--- src/include/gnb_map.vh ---
// gnb_map.vh: register indices, reset values and field positions for the bridge
// assumes inclusion by bare name from core files
`ifndef GNB_MAP_VH
`define GNB_MAP_VH
`define GNB_REG_BITFILE   8'h06
`define GNB_REG_RTLVER    8'h07
`define GNB_REG_CTRLH     8'h09
`define GNB_REG_USERSW    8'h22
`define GNB_REG_LAST      8'h22
`define GNB_APB_CTRLH     12'h000
`define GNB_APB_STATUS    12'h004
`define GNB_CTRLH_RESET   8'h70
`define GNB_WP_BIT        4
`define GNB_LED0_BIT      5
`define GNB_LED1_BIT      6
`define GNB_LEDEN_BIT     7
`define GNB_CMD_NOP       2'b00
`define GNB_CMD_ADDR      2'b01
`define GNB_CMD_READ      2'b10
`define GNB_CMD_WRITE     2'b11
`define GNB_VER_DEFAULT   8'h01
`define GNB_STRETCH_CYC   4'h1
`endif

--- src/core/gnb_reg_mem.v ---
// gnb_reg_mem.v: small configuration register store, registered read data
// assumes one clock, writes and reads from the bridge core only
`timescale 1ns/1ns
`include "gnb_map.vh"
module gnb_reg_mem #(
  parameter AW = 8
) (
  input  wire          clk_sys,
  input  wire          arst_n,
  input  wire          wrEn,
  input  wire [AW-1:0] wrAddr,
  input  wire [7:0]    wrData,
  input  wire [AW-1:0] rdAddr,
  input  wire [7:0]    userSw,
  output reg  [7:0]    rdData_q,
  output reg  [7:0]    ctrlHigh_q
);
  always @(posedge clk_sys or negedge arst_n) begin
    if (!arst_n) begin
      ctrlHigh_q <= `GNB_CTRLH_RESET;
      rdData_q   <= 8'h00;
    end else begin
      if (wrEn && wrAddr == `GNB_REG_CTRLH) begin
        ctrlHigh_q <= wrData;
      end
      case (rdAddr)
        `GNB_REG_BITFILE: rdData_q <= `GNB_VER_DEFAULT;
        `GNB_REG_RTLVER:  rdData_q <= `GNB_VER_DEFAULT;
        `GNB_REG_CTRLH:   rdData_q <= ctrlHigh_q;
        `GNB_REG_USERSW:  rdData_q <= userSw;
        default:          rdData_q <= 8'h00;
      endcase
    end
  end
endmodule

--- src/core/gnb_bridge.v ---
// gnb_bridge.v: mode-switched register bus / flash pass-through bridge
// assumes processor gp lines are asynchronous; apb master on clk_sys
// Function
// [RULE1] mode low selects strobed register bus
// [RULE2] register access only in normal mode
// [RULE3] mode high maps lines to flash pins
// [RULE4] flash write-protect from control bit four
// [RULE5] mode honoured only after boot done
// [RULE6] low eight lines form shared bidirectional bus
// [RULE7] command 00 nop 01 addr 10 read 11 write
// [RULE8] processor strobe times every bus cycle
// [RULE9] ready low stretches read or write
// [RULE10] processor ignores ready on addr and nop
// [RULE11] lines twelve and thirteen unused normally
// [RULE12] line fifteen follows bridge interrupt always
// [RULE13] pass-through links low lines to flash data
// [RULE14] line eight cle, line nine ale
// [RULE15] ten write, twelve read, thirteen chip select
// [RULE16] line eleven driven from flash ready/busy
// [RULE17] register space spans 0x00 to 0x22
// [RULE18] software unprotects before entering pass-through
// [RULE19] last address retained for later cycles
// [RULE20] drive data only during read strobe
// [RULE21] write-protect bit one disables protection
// [RULE22] strobe, command, mode pass two-stage synchronisers
// [RULE23] pass-through ignores strobe, data driver off; code drives flash data onto the bus when both spare lines are low
`timescale 1ns/1ns
`include "gnb_map.vh"
module gnb_bridge #(
  parameter AW = 8
) (
  input  wire        clk_sys,
  input  wire        arst_n,
  input  wire        bootDone,
  input  wire [7:0]  busDataIn,
  output wire [7:0]  busDataOut,
  output wire        busDataOe_n,
  input  wire [1:0]  commandField,
  input  wire        strobeLine,
  output wire        readyOutLine,
  input  wire        spareLineA,
  input  wire        spareLineB,
  input  wire        modeSelectLine,
  output wire        bridgeIrqOut,
  input  wire        bridgeIrqIn,
  input  wire [7:0]  flashDataIn,
  output wire [7:0]  flashDataOut,
  output wire        flashDataOe_n,
  output wire        flashCle,
  output wire        flashAle,
  output wire        flashWriteStrobe,
  output wire        flashReadStrobe,
  output wire        flashChipSelect,
  output wire        flashWriteProtect,
  input  wire        flashReadyBusy,
  output wire        userLed0,
  output wire        userLed1,
  input  wire [7:0]  userSw,
  input  wire        psel,
  input  wire        penable,
  input  wire        pwrite,
  input  wire [11:0] paddr,
  input  wire [31:0] pwdata,
  output reg  [31:0] prdata,
  output wire        pready,
  output wire        pslverr
);
  reg  [1:0]    stbSync_q;
  reg  [1:0]    cmdS1_q;
  reg  [1:0]    cmdS2_q;
  reg  [1:0]    modeSync_q;
  reg  [1:0]    bootSync_q;
  reg           stbPrev_q;
  reg  [AW-1:0] addr_q;
  reg  [7:0]    wrData_q;
  reg           wrEn_q;
  reg           rdy_q;
  reg  [3:0]    stretch_q;
  reg  [7:0]    dataIn1_q;
  reg  [7:0]    dataIn2_q;
  reg           apbWr_q;
  reg  [AW-1:0] apbRdAddr_q;
  reg           apbPend_q;
  wire          stbS;
  wire          modeS;
  wire          passMode;
  wire          normMode;
  wire          stbRise;
  wire [7:0]    rdData;
  wire [7:0]    ctrlHigh;
  wire          apbAcc;
  wire          flashRdActive;
  wire          memWrEn;
  wire [AW-1:0] memWrAddr;
  wire [7:0]    memWrData;
  wire [AW-1:0] memRdAddr;

  function inMap;
    input [AW-1:0] a;
    begin
      inMap = (a <= `GNB_REG_LAST); // [RULE17]
    end
  endfunction

  // first stages only feed second stages
  always @(posedge clk_sys or negedge arst_n) begin
    if (!arst_n) begin
      stbSync_q  <= 2'b00;
      cmdS1_q    <= 2'b00;
      cmdS2_q    <= 2'b00;
      modeSync_q <= 2'b00;
      bootSync_q <= 2'b00;
      dataIn1_q  <= 8'h00;
      dataIn2_q  <= 8'h00;
    end else begin
      stbSync_q  <= {stbSync_q[0], strobeLine}; // [RULE22]
      cmdS1_q    <= commandField; // [RULE22]
      cmdS2_q    <= cmdS1_q;
      modeSync_q <= {modeSync_q[0], modeSelectLine}; // [RULE22]
      bootSync_q <= {bootSync_q[0], bootDone};
      dataIn1_q  <= busDataIn;
      dataIn2_q  <= dataIn1_q;
    end
  end

  assign stbS     = stbSync_q[1];
  assign modeS    = modeSync_q[1];
  // before boot the lines carry straps, so stay in normal mode
  assign passMode = bootSync_q[1] & modeS; // [RULE5]
  assign normMode = ~passMode; // [RULE1]
  assign stbRise  = stbS & ~stbPrev_q & normMode; // [RULE8] [RULE23]

  // strobe cycle engine: act on rising edge of the synced strobe
  always @(posedge clk_sys or negedge arst_n) begin
    if (!arst_n) begin
      stbPrev_q <= 1'b0;
      addr_q    <= {AW{1'b0}};
      wrData_q  <= 8'h00;
      wrEn_q    <= 1'b0;
      rdy_q     <= 1'b1;
      stretch_q <= 4'h0;
    end else begin
      stbPrev_q <= stbS;
      wrEn_q    <= 1'b0;
      if (stretch_q != 4'h0) begin
        stretch_q <= stretch_q - 4'h1;
        if (stretch_q == 4'h1) begin
          rdy_q <= 1'b1; // [RULE9]
        end
      end
      if (stbRise) begin // [RULE2]
        case (cmdS2_q) // [RULE7]
          `GNB_CMD_NOP: begin
          end
          `GNB_CMD_ADDR: begin
            addr_q <= dataIn2_q[AW-1:0]; // [RULE19]
          end
          `GNB_CMD_READ: begin
            // one extra cycle lets registered read data settle
            rdy_q     <= 1'b0; // [RULE9]
            stretch_q <= `GNB_STRETCH_CYC;
          end
          `GNB_CMD_WRITE: begin
            wrData_q  <= dataIn2_q;
            wrEn_q    <= inMap(addr_q); // [RULE19]
            rdy_q     <= 1'b0; // [RULE9]
            stretch_q <= `GNB_STRETCH_CYC;
          end
          default: begin
          end
        endcase
      end
    end
  end

  // apb slave: one wait state; read data come from ctrlHigh or the status bits
  assign apbAcc   = psel & penable;
  assign pready   = apbPend_q;
  assign pslverr  = 1'b0;

  always @(posedge clk_sys or negedge arst_n) begin
    if (!arst_n) begin
      apbPend_q   <= 1'b0;
      apbWr_q     <= 1'b0;
      apbRdAddr_q <= {AW{1'b0}};
      prdata      <= 32'h0000_0000;
    end else begin
      apbWr_q   <= 1'b0;
      apbPend_q <= apbAcc & ~apbPend_q;
      if (psel && !penable) begin
        apbRdAddr_q <= (paddr == `GNB_APB_CTRLH) ? `GNB_REG_CTRLH :
                       `GNB_REG_USERSW;
      end
      // write lands on the edge that samples pready high, not before
      apbWr_q <= apbAcc && !apbPend_q && pwrite &&
                 paddr == `GNB_APB_CTRLH;
      if (apbAcc && !apbPend_q && !pwrite) begin
        case (paddr)
          `GNB_APB_CTRLH:  prdata <= {24'h00_0000, ctrlHigh};
          `GNB_APB_STATUS: prdata <= {28'h000_0000, flashReadyBusy,
                                      passMode, modeS, rdy_q};
          default:         prdata <= 32'h0000_0000;
        endcase
      end
    end
  end

  // gpio write wins; apb write dropped when both collide
  assign memWrEn   = wrEn_q | apbWr_q;
  assign memWrAddr = wrEn_q ? addr_q : `GNB_REG_CTRLH;
  assign memWrData = wrEn_q ? wrData_q : pwdata[7:0];
  assign memRdAddr = (apbPend_q || (psel && penable)) ? apbRdAddr_q :
                     addr_q;

  gnb_reg_mem #(
    .AW(AW)
  ) uMem (
    .clk_sys    (clk_sys),
    .arst_n     (arst_n),
    .wrEn       (memWrEn),
    .wrAddr     (memWrAddr),
    .wrData     (memWrData),
    .rdAddr     (memRdAddr),
    .userSw     (userSw),
    .rdData_q   (rdData),
    .ctrlHigh_q (ctrlHigh)
  );

  // normal-mode bus drive, combinational from synced strobe and cmd
  assign busDataOut  = passMode ? flashDataIn : rdData; // [RULE13]
  assign flashRdActive = ~spareLineA & ~spareLineB;
  assign busDataOe_n = passMode ? ~flashRdActive :
                       ~(stbS & (cmdS2_q == `GNB_CMD_READ)); // [RULE20] [RULE6]
  assign readyOutLine = passMode ? flashReadyBusy : rdy_q; // [RULE16] [RULE9]
  assign bridgeIrqOut = bridgeIrqIn; // [RULE12]

  // pass-through: straight wiring; idle flash pins when normal
  // spare lines are ignored in normal mode
  assign flashDataOut     = busDataIn; // [RULE13]
  assign flashDataOe_n    = ~(passMode & spareLineA); // [RULE13] [RULE3]
  assign flashCle         = passMode & commandField[0]; // [RULE14]
  assign flashAle         = passMode & commandField[1]; // [RULE14]
  assign flashWriteStrobe = passMode ? strobeLine : 1'b1; // [RULE15]
  assign flashReadStrobe  = passMode ? spareLineA : 1'b1; // [RULE15] [RULE11]
  assign flashChipSelect  = passMode ? spareLineB : 1'b1; // [RULE15] [RULE11]
  // 1 disables protection, so pin is high when bit is set
  assign flashWriteProtect = ctrlHigh[`GNB_WP_BIT]; // [RULE4] [RULE21] [RULE18]
  assign userLed0 = ctrlHigh[`GNB_LEDEN_BIT] ? ctrlHigh[`GNB_LED0_BIT] : 1'b1;
  assign userLed1 = ctrlHigh[`GNB_LEDEN_BIT] ? ctrlHigh[`GNB_LED1_BIT] : 1'b1;
endmodule

--- config.mk ---
export PLATFORM = sky130hd
export DESIGN_NAME = gnb_bridge
export DESIGN_NICKNAME = d
export VERILOG_FILES = /design/src/core/gnb_reg_mem.v /design/src/core/gnb_bridge.v
export VERILOG_INCLUDE_DIRS = /design/src /design/src/include
export SDC_FILE = /design/constraint.sdc
export NUM_CORES = 1
export LEC_CHECK = 0
export BUFFER_PORTS_ARGS = -buffer_cell sky130_fd_sc_hd__buf_4
export CAP_MARGIN = 20
export CORE_ASPECT_RATIO = 1.4
export CORE_MARGIN = 4
export CORE_UTILIZATION = 51
export CTS_CLUSTER_SIZE = 40
export DETAILED_ROUTE_END_ITERATION = 8
export GPL_ROUTABILITY_DRIVEN = 0
export PLACE_DENSITY = 0.85
export SLEW_MARGIN = 20
export SYNTH_ARGS = -nofsm -noshare
export SYNTH_HDL_FRONTEND = slang
export SYNTH_SLANG_ARGS = --single-unit
--- constraint.sdc ---
create_clock -name clk_sys -period 3 [get_ports clk_sys]
set_input_delay 0.15 -clock clk_sys [delete_from_list [all_inputs] [get_ports clk_sys]]
set_output_delay 0.15 -clock clk_sys [all_outputs]
set_load 0.01 [all_outputs]
==> run metrics, run 1 <==
GR Overflow Total 0; Core Rows 34; Die Ht 104 um; wire per inst 15.9 um; PD cells ~600 nW/um^2; CTS Buf Count 9; Netlist cell types 44; clock skew 0.0152 ns; dpl hpwl between 5000 and 6000 um; relative slew slack a little under two fifths; Seq/Total Area, Yosys 57.9%; final net count 452; Slew Viols, Final 0; Routed WL 7050 um; antenna cell count 0; Starting Density a little over half; cell total after placement 414; WP data arrival 2.33 ns; crit path kind flop to flop; top_reg_cell synth dfrtp_1; asr flop ratio synth 100%; largest net degree at the start of global routing 78; critical path, cell by cell nand2_1 > and4b_1 > nand2_2 > a2111oi_0; Worst-Margin Slew around 0.93 ns; CTS tree yes; Mapped Cells approximately 260; CP Max Fanout 16; Final Power between 2000 and 3000 uW; Routed Antenna Nets 0; WP data required between 3 and 4 ns; total of max-cap violations 0; reg2reg start modeSync_q[1]; RSZ-0062 raised after global routing false; final worst path period need about 2.1 ns; Max stage delay on crit path 0.48 ns; setup TNS 0 ns; root buffer cell clkbuf_8; fillers 456; H-tree levels 3; total placed instance area 3940 um^2; crit path buf inv count 0; Core Box Area about 6300 um^2; clk sinks 77; cts repair resizes 0; Clock Path Buffers 2; Slowest-stage cell, CP nand2_1; Die ar. approximately 7900 um^2; maximum vdd drop between 0.0003 and 0.0004 V; Via density approximately 5.2; routed vias 2300; worst-case reg-to-reg path depth 4; Synth area leaders dfrtp_1 55%, mux2_2 8.4%, buf_4 7.7%, dfstp_2 3.2%, nand2b_1 2.8%; PortBufs a little over 90; EDFF count, synth 0; status complete, no violations; DRT Pass-1 Iters 4; hold slack between 0.015 and 0.02 ns; DRC Markers 0; Syn Area/Cell around 13 um^2; Final Instance Area around 4300 um^2; postcts setup bufs 0; most frequent cells in the layout 92 x buf_4, 73 x dfrtp_1, 25 x mux2_2, 25 x conb_1, 17 x nand2_1; area leader, netlist dfrtp_1; flops & latches, synth between 70 and 80; Critical Path Start modeSync_q[1]; CTS clk-pin slew, worst paths around 0.080 ns; leakage power about 0.0021 uW; R2R Path End wrEn_q; later-pin clock latency in the skew report about 0.35 ns; Final period util between 70% and 80%; Min-Delay Path Class primary input to flop; Synth Cell Area 3340 um^2; cell depth of the worst hold path 2; Yosys Warn Count 0; R2R setup slack slightly below 0.9 ns; setup violators final 0; endpoints failing hold 0; Die Width around 76 um; Fmax roughly 470 MHz; commonest non-fill, non-tap cell in the layout buf_4; first-pass GRT wire length roughly 12000 um; number of global-route vias before repair between 2000 and 2500; CP Capture Type flop; I/O pin total approximately 140; drt initial violations 122; Worst path depth 4; GRT Total Usage a little under a fifth; initial antenna violation count 0; Syn-to-layout area delta 28.4%; share of layout cells above drive strength 1 41.1%; CP delay by family, top simple AND/OR/NAND/NOR gates; Yosys top cell area share a little over half; worst setup path endpoint wrEn_q; Critical Path Start Type flop; fin cells approximately 440
==> synthesized netlist by cell type (4+ instances only) <==
library cell	count
dfrtp_1	73
nor2b_1	6
nand3_1	4
nor2_1	7
buf_4	34
a22o_1	7
o21ai_1	4
o21ai_0	6
nand2b_1	15
mux2_2	25
nand2_1	17
dfstp_2	4
inv_1	4
o221a_2	7
mux2i_1	6
==> worst min-delay path by stage <==
stage / startpoint / to
2_1_floorplan: arst_n / addr_q[0]
3_3_place_gp: bootDone / bootSync_q[0]
3_5_place_dp: bootDone / bootSync_q[0]
4_1_cts: userSw[1] / uMem.rdData_q[1]
5_1_grt: userSw[1] / uMem.rdData_q[1]
6_report: userSw[1] / uMem.rdData_q[1]
==> worst register-to-register path: cells and delay by family, from the launching register on <==
family / cells / cell delay [ns]
and+or+nand+nor: 3 / 1.12
DFF: 1 / 0.44
AOI/OAI and AO/OA: 1 / 0.43
==> sequential cells by signal, indices dropped and copies added (netlist names), 2 cells and up <==
register         count
wrData_q             8
cmdS2_q              2
uMem.ctrlHigh_q      8
dataIn2_q            8
addr_q               8
modeSync_q           2
prdata               8
bootSync_q           2
dataIn1_q            8
stretch_q            4
apbRdAddr_q          2
cmdS1_q              2
stbSync_q            2
uMem.rdData_q        8
==> repair_timing <==
item                                    CTS  global route
endpoints found under the setup margin    0             0
endpoints found under the hold margin    86             0
hold buffers                             14             0
==> routing by layer <==
layer	GRT usage (%)	wire [um]	vias to the layer above
met2	34.0	3860	80
li1	-	-	1080
met1	20.7	2600	1123
met4	10.4	168	0
met3	4.08	420	17
met5	0	0	-
==> report_power, final <==
group          internal [uW]  switching, uW  leakage [uW]
Sequential              1170            106      0.000946
Clock                    466            357      0.000103
Combinational            249            206       0.00100
Total                   1880            669       0.00205
==> logic make-up after synthesis <==
| group | Yosys count | synth area share, % |
|---|---|---|
| compound gates | 36 | 8.36 |
| xor+xnor | 1 | 0.263 |
| fa+ha+maj | 3 | 1.13 |
| buf+inv | 42 | 8.59 |
| flops | 77 | 57.9 |
| mux | 32 | 10.7 |
| other cells | 1 | 0.112 |
| simple gates | 72 | 13.0 |
==> layout make-up <==
type	instances	area [um^2]	area share (%)
sequential	77	1930	45.1
multi-input combinational	169	1210	28.2
timing repair buffer	106	831	19.4
clock buffer	11	131	3.07
tap	72	90.1	2.10
clock inverter	5	77.6	1.81
inverter	4	15.0	0.350
==> per-stage QoR <==
step	setup slack [ns]	utilization, %
after floorplan	1.49	-
after global placement	0.991	62.5
after detailed placement	0.885	62.5
after CTS	0.868	68.0
after global routing	0.629	68.0
final	0.888	68.0
Power figures use the tool's default switching activity.
==> run 2: changes to the inputs <==
--- a/config.mk
+++ b/config.mk
@@ -10,11 +10,11 @@
 export CAP_MARGIN = 20
 export CORE_ASPECT_RATIO = 1.4
 export CORE_MARGIN = 4
-export CORE_UTILIZATION = 51
+export CORE_UTILIZATION = 47
 export CTS_CLUSTER_SIZE = 40
 export DETAILED_ROUTE_END_ITERATION = 8
 export GPL_ROUTABILITY_DRIVEN = 0
-export PLACE_DENSITY = 0.85
+export PLACE_DENSITY = 0.79
 export SLEW_MARGIN = 20
 export SYNTH_ARGS = -nofsm -noshare
 export SYNTH_HDL_FRONTEND = slang
==> constraint.sdc (replaced) <==
create_clock -name clk_sys -period 2.1 [get_ports clk_sys]
set_input_delay 0.105 -clock clk_sys [delete_from_list [all_inputs] [get_ports clk_sys]]
set_output_delay 0.105 -clock clk_sys [all_outputs]
set_load 0.01 [all_outputs]
==> run metrics, run 2 (same netlist as run 1, synthesis figures left out) <==
crit path buf inv count 2 (was 0); DRC Markers 0 (unchanged); Slew Viols, Final 0 (unchanged); commonest non-fill, non-tap cell in the layout buf_4 (unchanged); GR Overflow Total 0 (unchanged); Syn-to-layout area delta 32.9% (was 28.4%); PortBufs 92 (unchanged); status complete, no violations (unchanged); Die Width 79.2 um (was 76.4 um); Core Box Area 6940 um^2 (was 6300 um^2); root buffer cell clkbuf_8 (unchanged); WP data arrival 1.67 ns (was 2.33 ns); setup violators final 0 (unchanged); Final Power 3560 uW (was 2550 uW); dpl hpwl 5180 um (about the same); hold slack 0.0246 ns (was 0.0173 ns); Max stage delay on crit path 0.44 ns (was 0.48 ns); final worst path period need 1.77 ns; clock skew 0.0134 ns (was 0.0152 ns); most frequent cells in the layout 97 x buf_4, 73 x dfrtp_1, 25 x mux2_2, 25 x conb_1, 22 x dlygate4sd3_1 (was 92 x buf_4, 73 x dfrtp_1, 25 x mux2_2, 25 x conb_1, 17 x nand2_1); fillers 580 (was 456); first-pass GRT wire length 11400 um (was 11800 um); Clock Path Buffers 2 (unchanged); share of layout cells above drive strength 1 41.2% (was 41.1%); Core Rows 36 (was 34); reg2reg start addr_q[2] (was modeSync_q[1]); DRT Pass-1 Iters 4 (unchanged); endpoints failing hold 0 (unchanged); Critical Path Start Type flop (unchanged); Fmax 564 MHz; clk sinks 77 (unchanged); CTS tree yes (unchanged); Die Ht 108 um (was 104 um); PD cells 803 nW/um^2 (was 596 nW/um^2); largest net degree at the start of global routing 42 (was 78); final net count 466 (was 452); number of global-route vias before repair 2450 (was 2415); initial antenna violation count 0 (unchanged); cts repair resizes 0 (unchanged); CP Max Fanout 14 (was 16); CP Capture Type output port (was flop); drt initial violations 129 (was 122); routed vias 2333 (was 2300); RSZ-0062 raised after global routing false (unchanged); most frequent CP cell buf_4; Worst-Margin Slew 0.663 ns (was 0.930 ns); worst setup path endpoint busDataOut[6] (was wrEn_q); leakage power 0.00211 uW (was 0.00205 uW); CTS clk-pin slew, worst paths 0.08 ns (about the same); # hold bufs at CTS 22 (was 14); H-tree levels 3 (unchanged); later-pin clock latency in the skew report 0.34 ns (was 0.35 ns); I/O pin total 144 (unchanged); worst-case reg-to-reg path depth 4 (unchanged); antenna cell count 0 (unchanged); Die ar. 8530 um^2 (was 7920 um^2); R2R setup slack 0.34 ns (was 0.89 ns); setup TNS 0 ns (unchanged); wire per inst 14.4 um (was 15.9 um); maximum vdd drop 0.000490 V (was 0.000355 V); postcts setup bufs 0 (unchanged); crit path kind flop to output port (was flop to flop); Slowest-stage cell, CP dfrtp_1 (was nand2_1); critical path, cell by cell nand2_1 > buf_4 > mux2_2 > buf_4 (was nand2_1 > and4b_1 > nand2_2 > a2111oi_0); relative slew slack 54.5% (was 38.0%); total of max-cap violations 0 (unchanged); Critical Path Start modeSync_q[1] (unchanged); Final period util between 80% and 90%; WP data required 2.00 ns (was 3.22 ns); Worst path depth 4 (unchanged); R2R Path End uMem.rdData_q[2] (was wrEn_q); Routed Antenna Nets 0 (unchanged); Starting Density 48.1% (was 53.0%); CP delay by family, top flip-flops (was simple AND/OR/NAND/NOR gates); Via density 4.85 (was 5.18); GRT Total Usage 17.5% (was 19.0%); Min-Delay Path Class primary input to flop (unchanged); CTS Buf Count 9 (unchanged); Routed WL 6940 um (was 7050 um)
==> run 2: cell types whose count changed in the layout (fill, tap and decap cells not counted), sizes merged <==
cell / change
dlygate4sd3: +8
buf: +6
bufinv: -1
clkbuf: +1
==> run 2: final cells by class <==
class | instances | area, um^2 | share of cell area (%)
inverter | 4 | 15.0 | 0.339
tap | 95 | 119 | 2.68
sequential | 77 | 1930 | 43.6
clock inverter | 4 | 47.5 | 1.07
timing repair buffer | 120 | 968 | 21.8
clock buffer | 12 | 145 | 3.27
multi-input combinational | 169 | 1210 | 27.2
==> run 2: per-layer routing <==
metal | up-vias | global-route usage [%] | part of all wire (%)
li1 | 1112 | - | -
met2 | 85 | 30.5 | 53
met3 | 8 | 5.61 | 7.3
met1 | 1128 | 19.8 | 38
met4 | 0 | 6.27 | 1.2
met5 | - | 0 | 0
==> run 2: worst register-to-register path, stage by stage (launching register included) <==
cell	delay (ns)
dfrtp_1	0.44
nor4_1	0.29
nand4_1	0.16
mux2i_1	0.57
a22o_1	0.25
==> run 2: where the power goes <==
group / total (uW) / internal (uW) / leakage, uW / switching, uW
clock: 1090 / 579 / 0.0000964 / 509
combinational: 662 / 370 / 0.00107 / 291
sequential: 1810 / 1670 / 0.000946 / 145
==> run 2: worst min path at each step <==
stage,start,endpoint,slack [ns],cells past startpoint
after global placement,arst_n,dataIn1_q[0],0.10,1
after detailed placement,arst_n,dataIn1_q[0],0.10,1
after floorplan,arst_n,addr_q[0],-0.19,0
after CTS,psel,pready,0.009,3
after global routing,psel,pready,0.02,3
final,psel,pready,0.02,3
==> run 2: through the flow <==
stage / instance area [um^2] / utilization (%) / worst slack (ns) / std cells
global placement: 4020 / 58.0 / 0.350 / 443
CTS: 4430 / 63.9 / 0.286 / 481
global route: 4430 / 63.9 / 0.140 / 481
floorplan: 3430 / - / 0.594 / 288
detailed placement: 4020 / 58.0 / 0.320 / 443
finish: 4430 / 63.9 / 0.328 / 481
==> run 3: changes to the inputs <==
--- a/config.mk
+++ b/config.mk
@@ -6,15 +6,16 @@
 export SDC_FILE = /design/constraint.sdc
 export NUM_CORES = 1
 export LEC_CHECK = 0
+export ABC_AREA = 1
 export BUFFER_PORTS_ARGS = -buffer_cell sky130_fd_sc_hd__buf_4
 export CAP_MARGIN = 20
 export CORE_ASPECT_RATIO = 1.4
 export CORE_MARGIN = 4
-export CORE_UTILIZATION = 47
+export CORE_UTILIZATION = 44
 export CTS_CLUSTER_SIZE = 40
 export DETAILED_ROUTE_END_ITERATION = 8
 export GPL_ROUTABILITY_DRIVEN = 0
-export PLACE_DENSITY = 0.79
+export PLACE_DENSITY = 0.77
 export SLEW_MARGIN = 20
 export SYNTH_ARGS = -nofsm -noshare
 export SYNTH_HDL_FRONTEND = slang
==> constraint.sdc (replaced) <==
create_clock -name clk_sys -period 1.6 [get_ports clk_sys]
set_input_delay 0.08 -clock clk_sys [delete_from_list [all_inputs] [get_ports clk_sys]]
set_output_delay 0.08 -clock clk_sys [all_outputs]
set_load 0.01 [all_outputs]
==> run metrics, run 3 <==
status complete, no violations (unchanged); WP data arrival 1.47 ns (was 1.67 ns); clk sinks 77 (unchanged); routed vias 2915 (was 2333); final net count 611 (was 466); CTS clk-pin slew, worst paths 0.08 ns (about the same); Critical Path Start modeSync_q[1] (unchanged); area leader, netlist dfrtp_1 (unchanged); H-tree levels 3 (unchanged); Netlist cell types 31 (was 44); fin cells 631 (was 481); EDFF count, synth 0 (unchanged); Starting Density 45.7% (was 48.1%); drt initial violations 160 (was 129); Syn-to-layout area delta 32.4% (was 32.9%); Core Box Area 7890 um^2 (was 6940 um^2); Core Rows 38 (was 36); total placed instance area 4280 um^2 (was 4020 um^2); CTS Buf Count 9 (unchanged); wire per inst 12.7 um (was 14.4 um); Syn Area/Cell 8.90 um^2 (was 12.6 um^2); GRT Total Usage 17.0% (was 17.5%); Fmax ~640 MHz; first-pass GRT wire length 13100 um (was 11400 um); number of global-route vias before repair 2900 (was 2450); most frequent cells in the layout 130 x nand2_1, 101 x buf_4, 73 x dfrtp_1 (was 97 x buf_4, 73 x dfrtp_1, 25 x mux2_2, 25 x conb_1, 22 x dlygate4sd3_1); Yosys top cell area share 50.7% (was 54.8%); I/O pin total 144 (unchanged); maximum vdd drop 0.000687 V (was 0.000490 V); PortBufs 92 (unchanged); leakage power 0.00252 uW (was 0.00211 uW); PD cells 1060 nW/um^2 (was 803 nW/um^2); Via density 4.62 (was 4.85); Final Power 5040 uW (was 3560 uW); cell depth of the worst hold path 5 (was 3); Synth Cell Area 3610 um^2 (was 3340 um^2); Die ar. 9730 um^2 (was 8530 um^2); Slew Viols, Final 0 (unchanged); later-pin clock latency in the skew report 0.35 ns (was 0.34 ns); CTS tree yes (unchanged); hold slack 0.0303 ns (was 0.0246 ns); initial antenna violation count 0 (unchanged); setup violators final 0 (unchanged); Die Width 84.5 um (was 79.2 um); Routed Antenna Nets 0 (unchanged); flops & latches, synth 77 (unchanged); total of max-cap violations 0 (unchanged); Routed WL 8040 um (was 6940 um); Mapped Cells 405 (was 264); largest net degree at the start of global routing 37 (was 42); top_reg_cell synth dfrtp_1 (unchanged); Clock Path Buffers 2 (unchanged); setup TNS 0 ns (unchanged); CP Max Fanout 4 (was 14); top-count cell post-synth nand2_1 (was dfrtp_1); Min-Delay Path Class primary input to flop (unchanged); Die Ht 115 um (was 108 um); Critical Path Start Type flop (unchanged); Final Instance Area 4780 um^2 (was 4430 um^2); cell total after placement 587 (was 443); Seq/Total Area, Yosys 53.6% (was 57.9%); WP data required 1.52 ns (was 2.00 ns); antenna cell count 0 (unchanged); CP Capture Type output port (unchanged); crit path kind flop to output port (unchanged); endpoints failing hold 0 (unchanged); asr flop ratio synth 100% (unchanged); DRC Markers 0 (unchanged); worst-case reg-to-reg path depth 7 (was 4); clock skew 0.0128 ns (was 0.0134 ns); GR Overflow Total 0 (unchanged); final worst path period need ~1.6 ns; root buffer cell clkbuf_8 (unchanged); commonest non-fill, non-tap cell in the layout nand2_1 (was buf_4); dpl hpwl 6140 um (was 5180 um); share of layout cells above drive strength 1 30.3% (was 41.2%); Yosys Warn Count 0 (unchanged); HP Start pwdata[1] (was psel); commonest cells in the netlist 130 x nand2_1, 73 x dfrtp_1, 40 x nand3_1 (was 73 x dfrtp_1, 34 x buf_4, 25 x mux2_2); DRT Pass-1 Iters 6 (was 4); reg2reg start stbSync_q[1] (was addr_q[2]); Synth area leaders dfrtp_1 51%, nand2_1 14%, buf_4 7.5%, nand3_1 5.6%, inv_1 3.1% (was dfrtp_1 55%, mux2_2 8.4%, buf_4 7.7%, dfstp_2 3.2%, nand2b_1 2.8%); Final period util 97.1%
run 3: changes by cell type after synthesis, moves of 9 or more:
cell	delta
nand3_1	+36
nor2_1	+10
nand2_1	+113
o21ai_0	+9
o21ai_2	+9
inv_1	+26
mux2_2	-25
nand2b_1	-15
run 3: area by class of cell:
cell class,instances,area (um^2)
inverter,33,124
fill,670,3120
multi-input combinational,279,1350
timing repair buffer,126,1020
sequential,77,1930
clock inverter,5,83.8
clock buffer,11,141
tap,100,125
run 3: logic make-up (layout without fill, tap and decap cells):
family                   after synthesis  in the layout  synth area share, %
AO/OA/AOI/OAI                         30             30                 5.66
XOR/XNOR                               2              2                0.486
adder cells (fa/ha/maj)                3              3                 1.04
buffers and inverters                 73            175                 11.6
flip-flops                            77             77                 53.6
other                                  1             25                0.104
AND/OR/NAND/NOR                      219            219                 27.6
run 3: worst max-delay path, cell delays in order (launching register included):
cell and delay (ns):
dfrtp_1 0.37, nand2_2 0.09, buf_6 0.13, buf_4 0.13, or2_2 0.26, buf_4 0.14
run 3: path summary, 6_finish.rpt:
kind	end	slack, ns
setup / recovery	flashWriteStrobe	0.05
hold / removal	uMem.ctrlHigh_q[1]	0.03
setup reg to reg	wrData_q[4]	0.18
hold reg to reg	dataIn2_q[0]	0.35
max in group asynchronous	uMem.ctrlHigh_q[6]	0.82
min in group asynchronous	prdata[5]	0.15
run 3: per-stage QoR:
stage / utilization (%) / setup WS, ns
4_1_cts: 60.3 / 0.00998
3_5_place_dp: 54.2 / 0.218
3_3_place_gp: 54.2 / 0.268
5_1_grt: 60.5 / -0.0212
2_1_floorplan: - / 0.397
6_report: 60.5 / 0.0459
run 3: routing by layer:
metal | GRT usage (%) | vias to the layer above | routed length [um]
met3 | 4.16 | 15 | 516
met1 | 18.5 | 1331 | 3040
li1 | - | 1465 | -
met5 | 0 | - | 0
met4 | 8.13 | 0 | 199
met2 | 30.9 | 104 | 4280
run 3: what timing repair did:
action / in CTS / in global routing
resized for setup: 1 / 1
endpoints found under the hold margin: 95 / 0
cloned: 0 / 0
pin swaps: 0 / 2
buffers inserted: 3 / 2
hold buffers: 23 / 0
endpoints found under the setup margin: 1 / 2
run 3: report_power, final:
group	internal [uW]	switching, uW	leakage, uW	total (uW)
Clock	924	708	0.000106	1630
Combinational	489	588	0.00148	1080
Sequential	2180	152	0.000936	2330
